### src/verilog/ssd_pkg.sv
// Shared register map, field positions and reset values for the serial data/status block
package ssd_pkg;
  // Byte addresses of the word registers
  localparam logic [5:0] ADDR_THR = 6'h00;
  localparam logic [5:0] ADDR_RSHR = 6'h04;
  localparam logic [5:0] ADDR_TSHR = 6'h08;
  localparam logic [5:0] ADDR_SR = 6'h0C;
  localparam logic [5:0] ADDR_IER = 6'h10;
  localparam logic [5:0] ADDR_IDR = 6'h14;
  localparam logic [5:0] ADDR_IMR = 6'h18;
  localparam logic [5:0] ADDR_CTRL = 6'h1C;
  localparam logic [5:0] ADDR_RHR = 6'h20;
  // Status and interrupt bit positions
  localparam int SR_TX_READY = 0;
  localparam int SR_TX_EMPTY = 1;
  localparam int SR_TX_DMA_DONE = 2;
  localparam int SR_TX_BUFS_EMPTY = 3;
  localparam int SR_RX_READY = 4;
  localparam int SR_RX_OVERRUN = 5;
  localparam int SR_RX_DMA_DONE = 6;
  localparam int SR_RX_BUFS_FULL = 7;
  localparam int SR_TX_SYNC = 10;
  localparam int SR_RX_SYNC = 11;
  localparam int SR_TX_ENABLED = 16;
  localparam int SR_RX_ENABLED = 17;
  // Interrupt source bits that exist
  localparam logic [31:0] IRQ_BITS = 32'h00000CFF;
  // Control register fields
  localparam int CTRL_TX_ENABLE = 0;
  localparam int CTRL_RX_ENABLE = 1;
  localparam int CTRL_SDEN = 2;
  localparam int CTRL_IDLE = 3;
  localparam int CTRL_WLEN_LSB = 8;
  localparam int CTRL_SLEN_LSB = 16;
  // Reset values
  localparam logic [31:0] CTRL_RESET = 32'h0000001F;
  localparam logic [31:0] IMR_RESET = 32'h00000000;
  localparam logic [15:0] SYNC_RESET = 16'h0000;
  // Transmit shifter states
  typedef enum logic [1:0] {
    SSD_IDLE = 2'b00,
    SSD_SYNC = 2'b01,
    SSD_DATA = 2'b10
  } ssd_tx_state_type;
endpackage

### src/verilog/ssd_edge_sync.sv
// Two-flop synchroniser for an outside pin with rise and fall detection
module ssd_edge_sync (
  input wire logic clock,
  input wire logic rst,
  input wire logic pin,
  output logic rise,
  output logic fall
);
  logic meta_ff; // First stage, read only by the second
  logic sync_ff; // Second stage, safe to use
  logic last_ff; // Previous synchronised level
  logic nxt_meta, nxt_sync, nxt_last;

  // Next values of the chain
  always_comb begin
    nxt_meta = pin;
    nxt_sync = meta_ff;
    nxt_last = sync_ff;
  end

  // Register the chain
  always_ff @(posedge clock or posedge rst) begin
    if (rst) begin
      meta_ff <= 1'b0;
      sync_ff <= 1'b0;
      last_ff <= 1'b0;
    end else begin
      meta_ff <= nxt_meta;
      sync_ff <= nxt_sync;
      last_ff <= nxt_last;
    end
  end

  // Edges seen only after both stages
  assign rise = sync_ff & ~last_ff;
  assign fall = ~sync_ff & last_ff;
endmodule

### src/verilog/ssd_tx_shift.sv
// Transmit shifter: sync period then one data word, MSB first, one bit per link edge
module ssd_tx_shift
  import ssd_pkg::*;
(
  input wire logic clock,
  input wire logic rst,
  input wire logic bit_en,
  input wire logic start,
  input wire logic [31:0] word,
  input wire logic [15:0] sync_word,
  input wire logic [4:0] word_length,
  input wire logic [3:0] sync_length,
  input wire logic sync_data_enable,
  input wire logic idle_level,
  output logic take,
  output logic busy,
  output logic sync_pulse,
  output logic tx_data_ff,
  output logic tx_frame_ff
);
  ssd_tx_state_type state_ff, nxt_state; // Phase of the frame
  logic [4:0] cnt_ff, nxt_cnt; // Index of the bit on the line
  logic [31:0] sh_ff, nxt_sh; // Captured word
  logic nxt_data, nxt_frame;
  logic begin_frame; // Start a new frame on this edge

  // Frame sequencing; a waiting word starts right after the last bit
  always_comb begin
    nxt_state = state_ff;
    nxt_cnt = cnt_ff;
    nxt_sh = sh_ff;
    nxt_data = tx_data_ff;
    nxt_frame = tx_frame_ff;
    begin_frame = 1'b0;
    if (bit_en) begin
      case (state_ff)
        SSD_IDLE: begin
          begin_frame = start;
        end
        SSD_SYNC: begin
          if (cnt_ff == 5'h00) begin
            nxt_state = SSD_DATA;
            nxt_cnt = word_length;
            nxt_data = sh_ff[word_length];
            nxt_frame = 1'b0;
          end else begin
            nxt_cnt = cnt_ff - 5'h01;
            // Sync bits only when enabled, else the idle level
            nxt_data = sync_data_enable ? sync_word[nxt_cnt[3:0]] : idle_level;
          end
        end
        SSD_DATA: begin
          if (cnt_ff != 5'h00) begin
            nxt_cnt = cnt_ff - 5'h01;
            nxt_data = sh_ff[nxt_cnt];
          end else begin
            begin_frame = start;
            nxt_state = SSD_IDLE;
            nxt_data = idle_level;
          end
        end
        default: nxt_state = SSD_IDLE;
      endcase
      if (begin_frame) begin
        nxt_state = SSD_SYNC;
        nxt_sh = word;
        nxt_cnt = {1'b0, sync_length};
        nxt_frame = 1'b1;
        nxt_data = sync_data_enable ? sync_word[sync_length] : idle_level;
      end
    end
    if (state_ff == SSD_IDLE && !begin_frame) begin
      nxt_data = idle_level;
    end
  end

  // Register the shifter
  always_ff @(posedge clock or posedge rst) begin
    if (rst) begin
      state_ff <= SSD_IDLE;
      cnt_ff <= 5'h00;
      sh_ff <= 32'h00000000;
      tx_data_ff <= 1'b0;
      tx_frame_ff <= 1'b0;
    end else begin
      state_ff <= nxt_state;
      cnt_ff <= nxt_cnt;
      sh_ff <= nxt_sh;
      tx_data_ff <= nxt_data;
      tx_frame_ff <= nxt_frame;
    end
  end

  assign take = begin_frame;
  assign sync_pulse = begin_frame;
  assign busy = (state_ff != SSD_IDLE);
endmodule

### src/verilog/ssd_serial_regs.sv
// Holding, status and interrupt registers of the sync serial controller, Avalon-MM slave
module ssd_serial_regs
  import ssd_pkg::*;
(
  input wire logic clock,
  input wire logic rst,
  input wire logic [5:0] address,
  input wire logic read,
  input wire logic write,
  input wire logic [31:0] writedata,
  output logic [31:0] readdata,
  output logic waitrequest,
  output logic irq,
  input wire logic tx_clk_pin,
  input wire logic rx_frame_pin,
  output logic tx_data_pin,
  output logic tx_frame_pin,
  input wire logic rx_load,
  input wire logic [31:0] rx_word,
  input wire logic tx_cnt_zero,
  input wire logic tx_next_zero,
  input wire logic tx_cnt_wr,
  input wire logic rx_cnt_zero,
  input wire logic rx_next_zero,
  input wire logic rx_cnt_wr
);
  // Bus handshake state
  logic ack_ff, nxt_ack; // Second cycle of an access
  logic [31:0] rdata_ff, nxt_rdata; // Read data, captured in first cycle
  logic done; // Access completes on this edge
  logic wr_done, rd_done;
  // Register state
  logic hold_full_ff, nxt_hold_full; // Transmit word waiting
  logic [31:0] hold_word_ff, nxt_hold_word; // Transmit word
  logic [15:0] rsync_ff, nxt_rsync; // Receive sync word
  logic [15:0] tsync_ff, nxt_tsync; // Transmit sync word
  logic [31:0] ctrl_ff, nxt_ctrl; // Enables and frame format
  logic [31:0] imr_ff, nxt_imr; // Interrupt enables
  logic [31:0] rhr_ff, nxt_rhr; // Received word
  logic rx_ready_ff, nxt_rx_ready;
  logic overrun_ff, nxt_overrun;
  logic end_tx_ff, nxt_end_tx;
  logic end_rx_ff, nxt_end_rx;
  logic tx_sync_ff, nxt_tx_sync;
  logic rx_sync_ff, nxt_rx_sync;
  logic irq_ff, nxt_irq;
  logic irq_src; // Some enabled flag is set now
  // Link side
  logic clk_fall; // Link clock falling edge, one bit time
  logic rx_frame_rise; // Receive frame start
  logic tx_take, tx_busy, tx_sync_pulse;
  logic [31:0] status; // Live status word

  // Address match, used by read and write decode
  function automatic logic is_addr(input logic [5:0] a, input logic [5:0] r);
    is_addr = (a == r);
  endfunction

  // Link clock is sampled; data changes on its falling edge
  ssd_edge_sync u_clk_sync (
    .clock(clock),
    .rst(rst),
    .pin(tx_clk_pin),
    .rise(),
    .fall(clk_fall)
  );

  // Receive frame pin rising edge is the receive sync event
  ssd_edge_sync u_rxf_sync (
    .clock(clock),
    .rst(rst),
    .pin(rx_frame_pin),
    .rise(rx_frame_rise),
    .fall()
  );

  // Shifter pulls the held word only while transmit is enabled
  ssd_tx_shift u_tx (
    .clock(clock),
    .rst(rst),
    .bit_en(clk_fall),
    .start(hold_full_ff & ctrl_ff[CTRL_TX_ENABLE]),
    .word(hold_word_ff),
    .sync_word(tsync_ff),
    .word_length(ctrl_ff[CTRL_WLEN_LSB +: 5]),
    .sync_length(ctrl_ff[CTRL_SLEN_LSB +: 4]),
    .sync_data_enable(ctrl_ff[CTRL_SDEN]),
    .idle_level(ctrl_ff[CTRL_IDLE]),
    .take(tx_take),
    .busy(tx_busy),
    .sync_pulse(tx_sync_pulse),
    .tx_data_ff(tx_data_pin),
    .tx_frame_ff(tx_frame_pin)
  );

  // Status word assembled from live flags
  always_comb begin
    status = 32'h00000000;
    status[SR_TX_READY] = ~hold_full_ff;
    status[SR_TX_EMPTY] = ~hold_full_ff & ~tx_busy;
    status[SR_TX_DMA_DONE] = end_tx_ff;
    status[SR_TX_BUFS_EMPTY] = tx_cnt_zero & tx_next_zero;
    status[SR_RX_READY] = rx_ready_ff;
    status[SR_RX_OVERRUN] = overrun_ff;
    status[SR_RX_DMA_DONE] = end_rx_ff;
    status[SR_RX_BUFS_FULL] = rx_cnt_zero & rx_next_zero;
    status[SR_TX_SYNC] = tx_sync_ff;
    status[SR_RX_SYNC] = rx_sync_ff;
    status[SR_TX_ENABLED] = ctrl_ff[CTRL_TX_ENABLE];
    status[SR_RX_ENABLED] = ctrl_ff[CTRL_RX_ENABLE];
  end

  // Bus: every access takes two cycles, waitrequest low in the second
  always_comb begin
    nxt_ack = (read | write) & ~ack_ff;
    nxt_rdata = rdata_ff;
    // Capture in first cycle so data is steady at the completing edge
    if (read && !ack_ff) begin
      if (is_addr(address, ADDR_RSHR)) begin
        nxt_rdata = {16'h0000, rsync_ff};
      end else if (is_addr(address, ADDR_TSHR)) begin
        nxt_rdata = {16'h0000, tsync_ff};
      end else if (is_addr(address, ADDR_SR)) begin
        nxt_rdata = status;
      end else if (is_addr(address, ADDR_IMR)) begin
        nxt_rdata = imr_ff;
      end else if (is_addr(address, ADDR_CTRL)) begin
        nxt_rdata = ctrl_ff;
      end else if (is_addr(address, ADDR_RHR)) begin
        nxt_rdata = rhr_ff;
      end else begin
        // Write-only and unmapped words read as zero
        nxt_rdata = 32'h00000000;
      end
    end
  end

  // Register the bus handshake
  always_ff @(posedge clock or posedge rst) begin
    if (rst) begin
      ack_ff <= 1'b0;
      rdata_ff <= 32'h00000000;
    end else begin
      ack_ff <= nxt_ack;
      rdata_ff <= nxt_rdata;
    end
  end

  assign waitrequest = (read | write) & ~ack_ff;
  assign readdata = rdata_ff;
  assign done = (read | write) & ack_ff;
  assign wr_done = done & write;
  assign rd_done = done & read;

  // Register updates; a hardware set always beats a clear in the same cycle
  always_comb begin
    nxt_hold_full = hold_full_ff;
    nxt_hold_word = hold_word_ff;
    nxt_rsync = rsync_ff;
    nxt_tsync = tsync_ff;
    nxt_ctrl = ctrl_ff;
    nxt_imr = imr_ff;
    nxt_rhr = rhr_ff;
    // Shifter takes the held word; a new write refills it
    if (tx_take) begin
      nxt_hold_full = 1'b0;
    end
    if (wr_done && is_addr(address, ADDR_THR)) begin
      nxt_hold_word = writedata;
      nxt_hold_full = 1'b1;
    end
    if (wr_done && is_addr(address, ADDR_RSHR)) begin
      nxt_rsync = writedata[15:0];
    end
    if (wr_done && is_addr(address, ADDR_TSHR)) begin
      nxt_tsync = writedata[15:0];
    end
    if (wr_done && is_addr(address, ADDR_CTRL)) begin
      nxt_ctrl = writedata;
    end
    if (wr_done && is_addr(address, ADDR_IER)) begin
      nxt_imr = imr_ff | (writedata & IRQ_BITS);
    end
    if (wr_done && is_addr(address, ADDR_IDR)) begin
      nxt_imr = imr_ff & ~writedata;
    end
    // Receive word: reading the holding word empties it
    nxt_rx_ready = rx_ready_ff & ~(rd_done && is_addr(address, ADDR_RHR));
    if (rx_load) begin
      nxt_rhr = rx_word;
      nxt_rx_ready = 1'b1;
    end
    // Status read clears overrun and sync flags; new events still land
    nxt_overrun = (overrun_ff & ~(rd_done && is_addr(address, ADDR_SR))) | (rx_load & rx_ready_ff);
    nxt_tx_sync = (tx_sync_ff & ~(rd_done && is_addr(address, ADDR_SR))) | tx_sync_pulse;
    nxt_rx_sync = (rx_sync_ff & ~(rd_done && is_addr(address, ADDR_SR))) | rx_frame_rise;
    // Counter writes re-arm the end flags
    nxt_end_tx = (end_tx_ff & ~tx_cnt_wr) | tx_cnt_zero;
    nxt_end_rx = (end_rx_ff & ~rx_cnt_wr) | rx_cnt_zero;
    // Interrupt registered from the live status flags, one cycle behind status
    nxt_irq = irq_src;
  end

  // Register all state
  always_ff @(posedge clock or posedge rst) begin
    if (rst) begin
      hold_full_ff <= 1'b0;
      hold_word_ff <= 32'h00000000;
      rsync_ff <= SYNC_RESET;
      tsync_ff <= SYNC_RESET;
      ctrl_ff <= CTRL_RESET;
      imr_ff <= IMR_RESET;
      rhr_ff <= 32'h00000000;
      rx_ready_ff <= 1'b0;
      overrun_ff <= 1'b0;
      end_tx_ff <= 1'b0;
      end_rx_ff <= 1'b0;
      tx_sync_ff <= 1'b0;
      rx_sync_ff <= 1'b0;
      irq_ff <= 1'b0;
    end else begin
      hold_full_ff <= nxt_hold_full;
      hold_word_ff <= nxt_hold_word;
      rsync_ff <= nxt_rsync;
      tsync_ff <= nxt_tsync;
      ctrl_ff <= nxt_ctrl;
      imr_ff <= nxt_imr;
      rhr_ff <= nxt_rhr;
      rx_ready_ff <= nxt_rx_ready;
      overrun_ff <= nxt_overrun;
      end_tx_ff <= nxt_end_tx;
      end_rx_ff <= nxt_end_rx;
      tx_sync_ff <= nxt_tx_sync;
      rx_sync_ff <= nxt_rx_sync;
      irq_ff <= nxt_irq;
    end
  end

  assign irq = irq_ff;
  // Raw source of the interrupt, registered before it leaves
  assign irq_src = |(status & imr_ff);

  // A completed word write leaves transmit ready low
  property p_thr_full;
    @(posedge clock) disable iff (rst)
    (wr_done && address == ADDR_THR) |=> !status[SR_TX_READY];
  endproperty
  a_thr_full: assert property (p_thr_full) else $error("tx ready high after word write");

  // Never empty while shifting
  property p_empty_busy;
    @(posedge clock) disable iff (rst)
    tx_busy |-> !status[SR_TX_EMPTY];
  endproperty
  a_empty_busy: assert property (p_empty_busy) else $error("tx empty while busy");

  // Counter zero flags end of transmission next cycle and stays until write
  property p_end_tx;
    @(posedge clock) disable iff (rst)
    (tx_cnt_zero ##1 !tx_cnt_wr) |=> end_tx_ff;
  endproperty
  a_end_tx: assert property (p_end_tx) else $error("end of transmission lost");

  // Buffer flags follow both counters
  property p_bufs;
    @(posedge clock) disable iff (rst)
    1'b1 |-> (status[SR_RX_BUFS_FULL] == (rx_cnt_zero && rx_next_zero)) &&
      (status[SR_TX_BUFS_EMPTY] == (tx_cnt_zero && tx_next_zero));
  endproperty
  a_bufs: assert property (p_bufs) else $error("buffer flag mismatch");

  // Load over an unread word raises overrun
  property p_overrun;
    @(posedge clock) disable iff (rst)
    (rx_load && rx_ready_ff) |=> overrun_ff && rx_ready_ff;
  endproperty
  a_overrun: assert property (p_overrun) else $error("overrun not flagged");

  // Counter write without new zero clears end of reception
  property p_end_rx;
    @(posedge clock) disable iff (rst)
    (rx_cnt_wr && !rx_cnt_zero) |=> !end_rx_ff;
  endproperty
  a_end_rx: assert property (p_end_rx) else $error("end of reception not cleared");

  // Status read with no new event clears tx sync
  property p_sync_clr;
    @(posedge clock) disable iff (rst)
    (rd_done && address == ADDR_SR && !tx_sync_pulse) |=> !tx_sync_ff;
  endproperty
  a_sync_clr: assert property (p_sync_clr) else $error("tx sync not cleared by read");

  // Enable write sets exactly the written bits that are in IRQ_BITS
  property p_ier;
    @(posedge clock) disable iff (rst)
    (wr_done && address == ADDR_IER) |=> imr_ff == ($past(imr_ff) | ($past(writedata) & IRQ_BITS));
  endproperty
  a_ier: assert property (p_ier) else $error("enable write wrong");

  // Disable write clears the written bits
  property p_idr;
    @(posedge clock) disable iff (rst)
    (wr_done && address == ADDR_IDR) |=> (imr_ff & $past(writedata)) == 32'h00000000;
  endproperty
  a_idr: assert property (p_idr) else $error("disable write wrong");

  // Interrupt follows enabled flags one cycle later
  property p_irq;
    @(posedge clock) disable iff (rst)
    1'b1 |=> irq == $past(irq_src);
  endproperty
  a_irq: assert property (p_irq) else $error("interrupt mismatch");
endmodule

### config.mk
export PLATFORM = sky130hd
export DESIGN_NAME = ssd_serial_regs
export DESIGN_NICKNAME = d
export VERILOG_FILES = /design/src/verilog/ssd_pkg.sv /design/src/verilog/ssd_edge_sync.sv /design/src/verilog/ssd_tx_shift.sv /design/src/verilog/ssd_serial_regs.sv
export SDC_FILE = /design/constraint.sdc
export NUM_CORES = 1
export LEC_CHECK = 0
export ABC_AREA = 1
export BUFFER_PORTS_ARGS = -buffer_cell sky130_fd_sc_hd__buf_2
export CAP_MARGIN = 25
export CORE_MARGIN = 8
export CORE_UTILIZATION = 40
export CTS_BUF_LIST = sky130_fd_sc_hd__clkbuf_8
export CTS_CLUSTER_SIZE = 8
export DETAILED_ROUTE_END_ITERATION = 7
export SLEW_MARGIN = 20
export SYNTH_ARGS = -nofsm -noshare
export SYNTH_HDL_FRONTEND = slang
export SYNTH_HIERARCHICAL = 1
export SYNTH_SLANG_ARGS = --single-unit
### constraint.sdc
create_clock -name clock -period 7.2 [get_ports clock]
set_clock_uncertainty 0.2 [all_clocks]
set_input_delay 1.08 -clock clock [delete_from_list [all_inputs] [get_ports clock]]
set_output_delay 1.08 -clock clock [all_outputs]
set_load 0.01 [all_outputs]
==> impl_metrics.py, run 1 <==
metrics = {
    "cells_and_area": {
        "drive_gt1_frac": 0.1344,
        "area_growth_syn_to_layout_pct": 15.04,
        "diodes": 0,
        "nets": 1690,
    },
    "global_route": {
        "grt_start_max_net_pins": 120,
        "antenna_found_initial": 0,
        "gr-total-overflow": 0,
        "first_global_vias": 9870,
        "grtUsageTotal": 0.1969,
        "grt_pass1_wl_mm": 56.10,
    },
    "sta": {
        "worst_pin_slew_ns": 0.9659,
        "hold_violations": 0,
        "drv_slew": 0,
        "finalSetupViolCount": 0,
        "fin_crit_sh": 0.4816,
        "rsz0062_at_grt": "no",
        "fin_crit_ns": 3.467,
        "fmaxAchievable_ghz": 0.2884,
        "max_slew_margin": 0.3537,
        "final.setup.tns_ns": 0,
    },
    "critical_path": {
        "start_kind": "primary input",
        "path_class": "primary input to register",
        "worstPathArrival_ns": 3.69,
        "critPathMaxFanout": 23,
        "critPathRequiredTime_ns": 7.43,
        "worstSetupEndpointType": "register",
        "reg2reg_depth": 15,
    },
    "clocking": {
        "insertion_delay_ns": 0.54,
        "postCtsHoldBufs": 0,
        "cts_tree": "done",
        "cts.sinks": 248,
        "postCtsSetupRepairBufs": 0,
        "numCtsBuffers": 44,
        "cts.path.max_buffers": 3,
        "cts.repair.resized": 0,
        "clkTransAtPathRegs_ns": 0.06,
        "cts-root-buf": "clkbuf_8",
        "cts_max_level": 2,
    },
    "floorplan": {
        "die_area_mm2": 0.03480,
        "rows": 62,
        "coreArea_mm2": 0.02870,
        "die_h_um": 186.6,
        "io-pin-count": 119,
        "die_x_um": 186.6,
        "start_util": 0.4054,
    },
    "power_and_ir_drop": {
        "peakVddDrop_mv": 0.1574,
        "finalPower_uw": 3710,
        "p_per_area_mw_per_mm2": 277.2,
        "p_leak_uw": 0.007066,
    },
    "yosys": {
        "yosys_warnings": 6,
        "syn-cell-area_mm2": 0.01164,
        "syn_nets": 1584,
        "avgSynthCellArea_um2": 7.757,
        "syn_inst": 1500,
    },
    "routing": {
        "drt-vias-per-instance": 5.000,
        "postRouteAntennaNets": 0,
        "avgRoutedWirePerCell_um": 16.98,
        "via_count": 10110,
        "drc": 0,
        "totalWireLength_mm": 34.31,
        "drt_pass1_iterations": 5,
        "drtIter0Drc": 715,
    },
    "hold_path": {
        "hold_depth": 0,
        "hold_path_class": "register to register",
    },
    "run": {
        "maxCapViolations": 0,
    },
    "placement": {
        "dp_hpwl_mm": 23.78,
        "portBuffers": 118,
        "gp_congestion": 0.9062,
    },
    "status": {
        "status": "complete, no violations",
    },
}
[area by class of cell]
class | instances | area (um2)
inverters | 162 | 615.6
repair buffers | 132 | 747.0
well taps | 384 | 480.5
multi-input cells | 1018 | 4478
clock buffers | 55 | 757.0
fillers | 2911 | 15320
flip-flops and latches | 248 | 6212
clock inverters | 22 | 96.34
[flip-flops by register name (all words and copies together) (netlist names), 2 cells and up, named ones only]
name           flops
u_tx/state_ff      2
rhr_ff            32
tsync_ff          16
u_tx/sh_ff        32
imr_ff            22
u_tx/cnt_ff        5
ctrl_ff           32
readdata          32
hold_word_ff      32
rsync_ff          16
[power by group]
part | internal (uW) | switching [uW]
registers | 1510 | 97.5
clock network | 687 | 583
logic | 264 | 565
total | 2460 | 1250
[per-layer routing]
layer | wire [um] | track usage
met4 | 460 | 0.04398
met1 | 16280 | 0.2823
met5 | 0 | 0
met2 | 15420 | 0.3042
met3 | 2150 | 0.03822
[final timing paths]
path	from	to	slack, ns
min in group asynchronous	rst	u_clk_sync/nxt_last	0.28
worst min register to register	u_clk_sync/meta_ff	u_clk_sync/nxt_last	0.15
max in group asynchronous	rst	rhr_ff[13]	4.94
worst min-delay path	u_clk_sync/meta_ff	u_clk_sync/nxt_last	0.15
worst max-delay path	address[1]	readdata[16]	3.73
worst max register to register	u_tx/cnt_ff[0]	u_tx/tx_data_ff	3.82
[worst max-delay path: stages]
cell and delay [ns]:
buf_2 0.11, nor2_2 0.58, nand2_1 0.23, nor2_1 0.63, inv_1 0.61, nand3_1 0.24
nor2_1 0.05, o21ai_0 0.07, nand2_1 0.07
[cells in the final DEF (no fill, tap or decap), types with 4 or more instances in the layout]
| cell | instances |
|---|---|
| nand3_1 | 103 |
| clkbuf_8 | 55 |
| buf_4 | 9 |
| dfstp_2 | 5 |
| nand4_1 | 16 |
| o21ai_1 | 5 |
| inv_2 | 4 |
| o21a_1 | 7 |
| o21ai_0 | 204 |
| buf_2 | 118 |
| a21oi_1 | 38 |
| o21bai_1 | 4 |
| nand2_1 | 503 |
| nor2_2 | 7 |
| nor2_1 | 106 |
| dfrtp_1 | 243 |
| inv_1 | 170 |
| clkinv_2 | 7 |
| o211ai_1 | 9 |
[stage by stage]
stage	utilization	hold WS [ns]	setup WS [ns]	cells	area [um2]
2_1_floorplan	-	0.1312	0.4459	1500	11640
3_3_place_gp	0.4332	0.1380	3.315	1938	12430
3_5_place_dp	0.4354	0.1355	3.191	1941	12500
4_1_cts	0.4651	0.1498	3.779	2018	13350
5_1_grt	0.4664	0.1555	3.431	2021	13390
6_report	0.4664	0.1464	3.733	2021	13390
Power figures use the tool's default switching activity.
==> run 2, diff against run 1 <==
==> constraint.sdc (replaced) <==
create_clock -name clock -period 2.9 [get_ports clock]
set_clock_uncertainty 0.2 [all_clocks]
set_input_delay 0.435 -clock clock [delete_from_list [all_inputs] [get_ports clock]]
set_output_delay 0.435 -clock clock [all_outputs]
set_load 0.01 [all_outputs]
==> impl_metrics.py, run 2 (synthesis gave the netlist of run 1 again) <==
metrics = {
    "status": {
        "status": "complete, no violations",
    },
    "placement": {
        "post_dp_cell_area_mm2": 0.01266,
        "portBuffers": 118,
        "dp_hpwl_mm": 24.26,
        "gp_congestion": 0.8879,
        "placedCellCount": 1963,
    },
    "floorplan": {
        "die_h_um": 186.6,
        "die_area_mm2": 0.03480,
        "rows": 62,
        "coreArea_mm2": 0.02870,
        "die_x_um": 186.6,
        "io-pin-count": 119,
        "start_util": 0.4054,
    },
    "clocking": {
        "cts.path.max_buffers": 3,
        "cts.repair.resized": 0,
        "cts.sinks": 248,
        "clkTransAtPathRegs_ns": 0.05,
        "cts_max_level": 2,
        "cts_tree": "done",
        "numCtsBuffers": 45,
        "insertion_delay_ns": 0.57,
        "postCtsSetupRepairBufs": 0,
        "cts-root-buf": "clkbuf_8",
    },
    "critical_path": {
        "worstPathArrival_ns": 1.91,
        "r2r-start": "u_tx/cnt_ff[1]",
        "path_class": "primary input to output pin",
        "start_kind": "primary input",
        "worstSetupEndpointType": "output pin",
        "reg2reg_slack_ns": 0.45,
        "reg2reg_depth": 12,
        "critPathMaxFanout": 2,
        "r2r-end": "u_tx/cnt_ff[3]",
        "critPathRequiredTime_ns": 2.27,
    },
    "routing": {
        "drt-vias-per-instance": 4.930,
        "wl_met2_mm": 15.58,
        "highest_layer": "met4",
        "drt-met1-wl_mm": 16.34,
        "avgRoutedWirePerCell_um": 16.43,
        "drtIter0Drc": 994,
        "route.met3.wl_mm": 1.979,
        "totalWireLength_mm": 34.58,
        "via_count": 10380,
        "drc": 0,
        "postRouteAntennaNets": 0,
        "drt_pass1_iterations": 5,
    },
    "cells_and_area": {
        "fillers": 2832,
        "drive_gt1_frac": 0.1406,
        "final_common_cell": "nand2_1",
        "stdcell_count": 2105,
        "final_area_mm2": 0.01421,
        "diodes": 0,
        "area_growth_syn_to_layout_pct": 22.10,
        "nets": 1769,
        "final_cell_mix": "nand2_1 (503), dfrtp_1 (243), o21ai_0 (204)",
    },
    "global_route": {
        "first_global_vias": 10430,
        "gr-total-overflow": 0,
        "grtUsageTotal": 0.1991,
        "grt_start_max_net_pins": 61,
        "antenna_found_initial": 1,
        "grt_pass1_wl_mm": 56.80,
    },
    "sta": {
        "worst_pin_slew_ns": 0.7590,
        "max_slew_margin": 0.4903,
        "fin_crit_ns": 2.550,
        "hold_violations": 0,
        "finalSetupViolCount": 0,
        "drv_slew": 0,
        "final.setup.tns_ns": 0,
        "fin_crit_sh": 0.8792,
        "fmaxAchievable_ghz": 0.3922,
        "holdWs_ns": 0.03180,
        "rsz0062_at_grt": "no",
    },
    "hold_path": {
        "hold_start": "writedata[18]",
        "hold_depth": 3,
        "hold_path_class": "primary input to register",
        "min_to": "hold_word_ff[18]",
    },
    "power_and_ir_drop": {
        "peakVddDrop_mv": 0.3526,
        "finalPower_uw": 9591,
        "p_leak_uw": 0.007443,
        "p_per_area_mw_per_mm2": 675.1,
    },
    "run": {
        "maxCapViolations": 0,
    },
}
[run 2: worst max-delay path, cell delays in order]
cell           delay, ns
dlygate4sd3_1       0.52
buf_2               0.12
nor2_1              0.09
dlygate4sd3_1       0.55
nor2_1              0.05
buf_2               0.14
[run 2: repair_timing]
item                                    CTS  global route
endpoints found under the setup margin    0             0
hold buffers                             58             0
hold endpoints to repair                149             0
[run 2: worst max path at each step]
stage,start,endpoint,slack (ns),depth (start not counted)
global route,write,waitrequest,0.23,6
CTS,write,waitrequest,0.37,6
detailed placement,u_tx/cnt_ff[1],u_tx/cnt_ff[3],0.54,13
floorplan,rst,asynchronous set/reset pin,-0.33,1
finish,write,waitrequest,0.35,6
global placement,address[2],readdata[11],0.62,8
[run 2: metal layers]
layer  up-vias  global-route usage
li1       5124                   -
met1      4864              0.2826
met2       337              0.3083
met3        53             0.03132
met4         0             0.06292
met5         -                   0
[run 2: layout make-up]
| class | count | area, um2 | share of cell area |
|---|---|---|---|
| Sequential cell | 248 | 6212 | 0.4373 |
| Multi-Input combinational cell | 1018 | 4476 | 0.3150 |
| Timing Repair Buffer | 210 | 1464 | 0.1030 |
| Clock buffer | 58 | 798.3 | 0.05619 |
| Inverter | 162 | 611.8 | 0.04306 |
| Tap cell | 384 | 480.5 | 0.03382 |
| Clock inverter | 25 | 165.2 | 0.01162 |
[run 2: where the power goes]
part / leakage [uW] / switching (uW) / internal [uW]
Combinational: 0.00370 / 1380 / 759
Clock: 0.000554 / 1490 / 1980
Sequential: 0.00319 / 227 / 3760
[run 2: through the flow]
| stage | util | setup WS, ns |
|---|---|---|
| 3_5_place_dp | 0.4409 | 0.5360 |
| 5_1_grt | 0.4950 | 0.2323 |
| 6_report | 0.4950 | 0.3504 |
| 4_1_cts | 0.4947 | 0.3683 |
| 2_1_floorplan | - | -0.3332 |
| 3_3_place_gp | 0.4409 | 0.6195 |
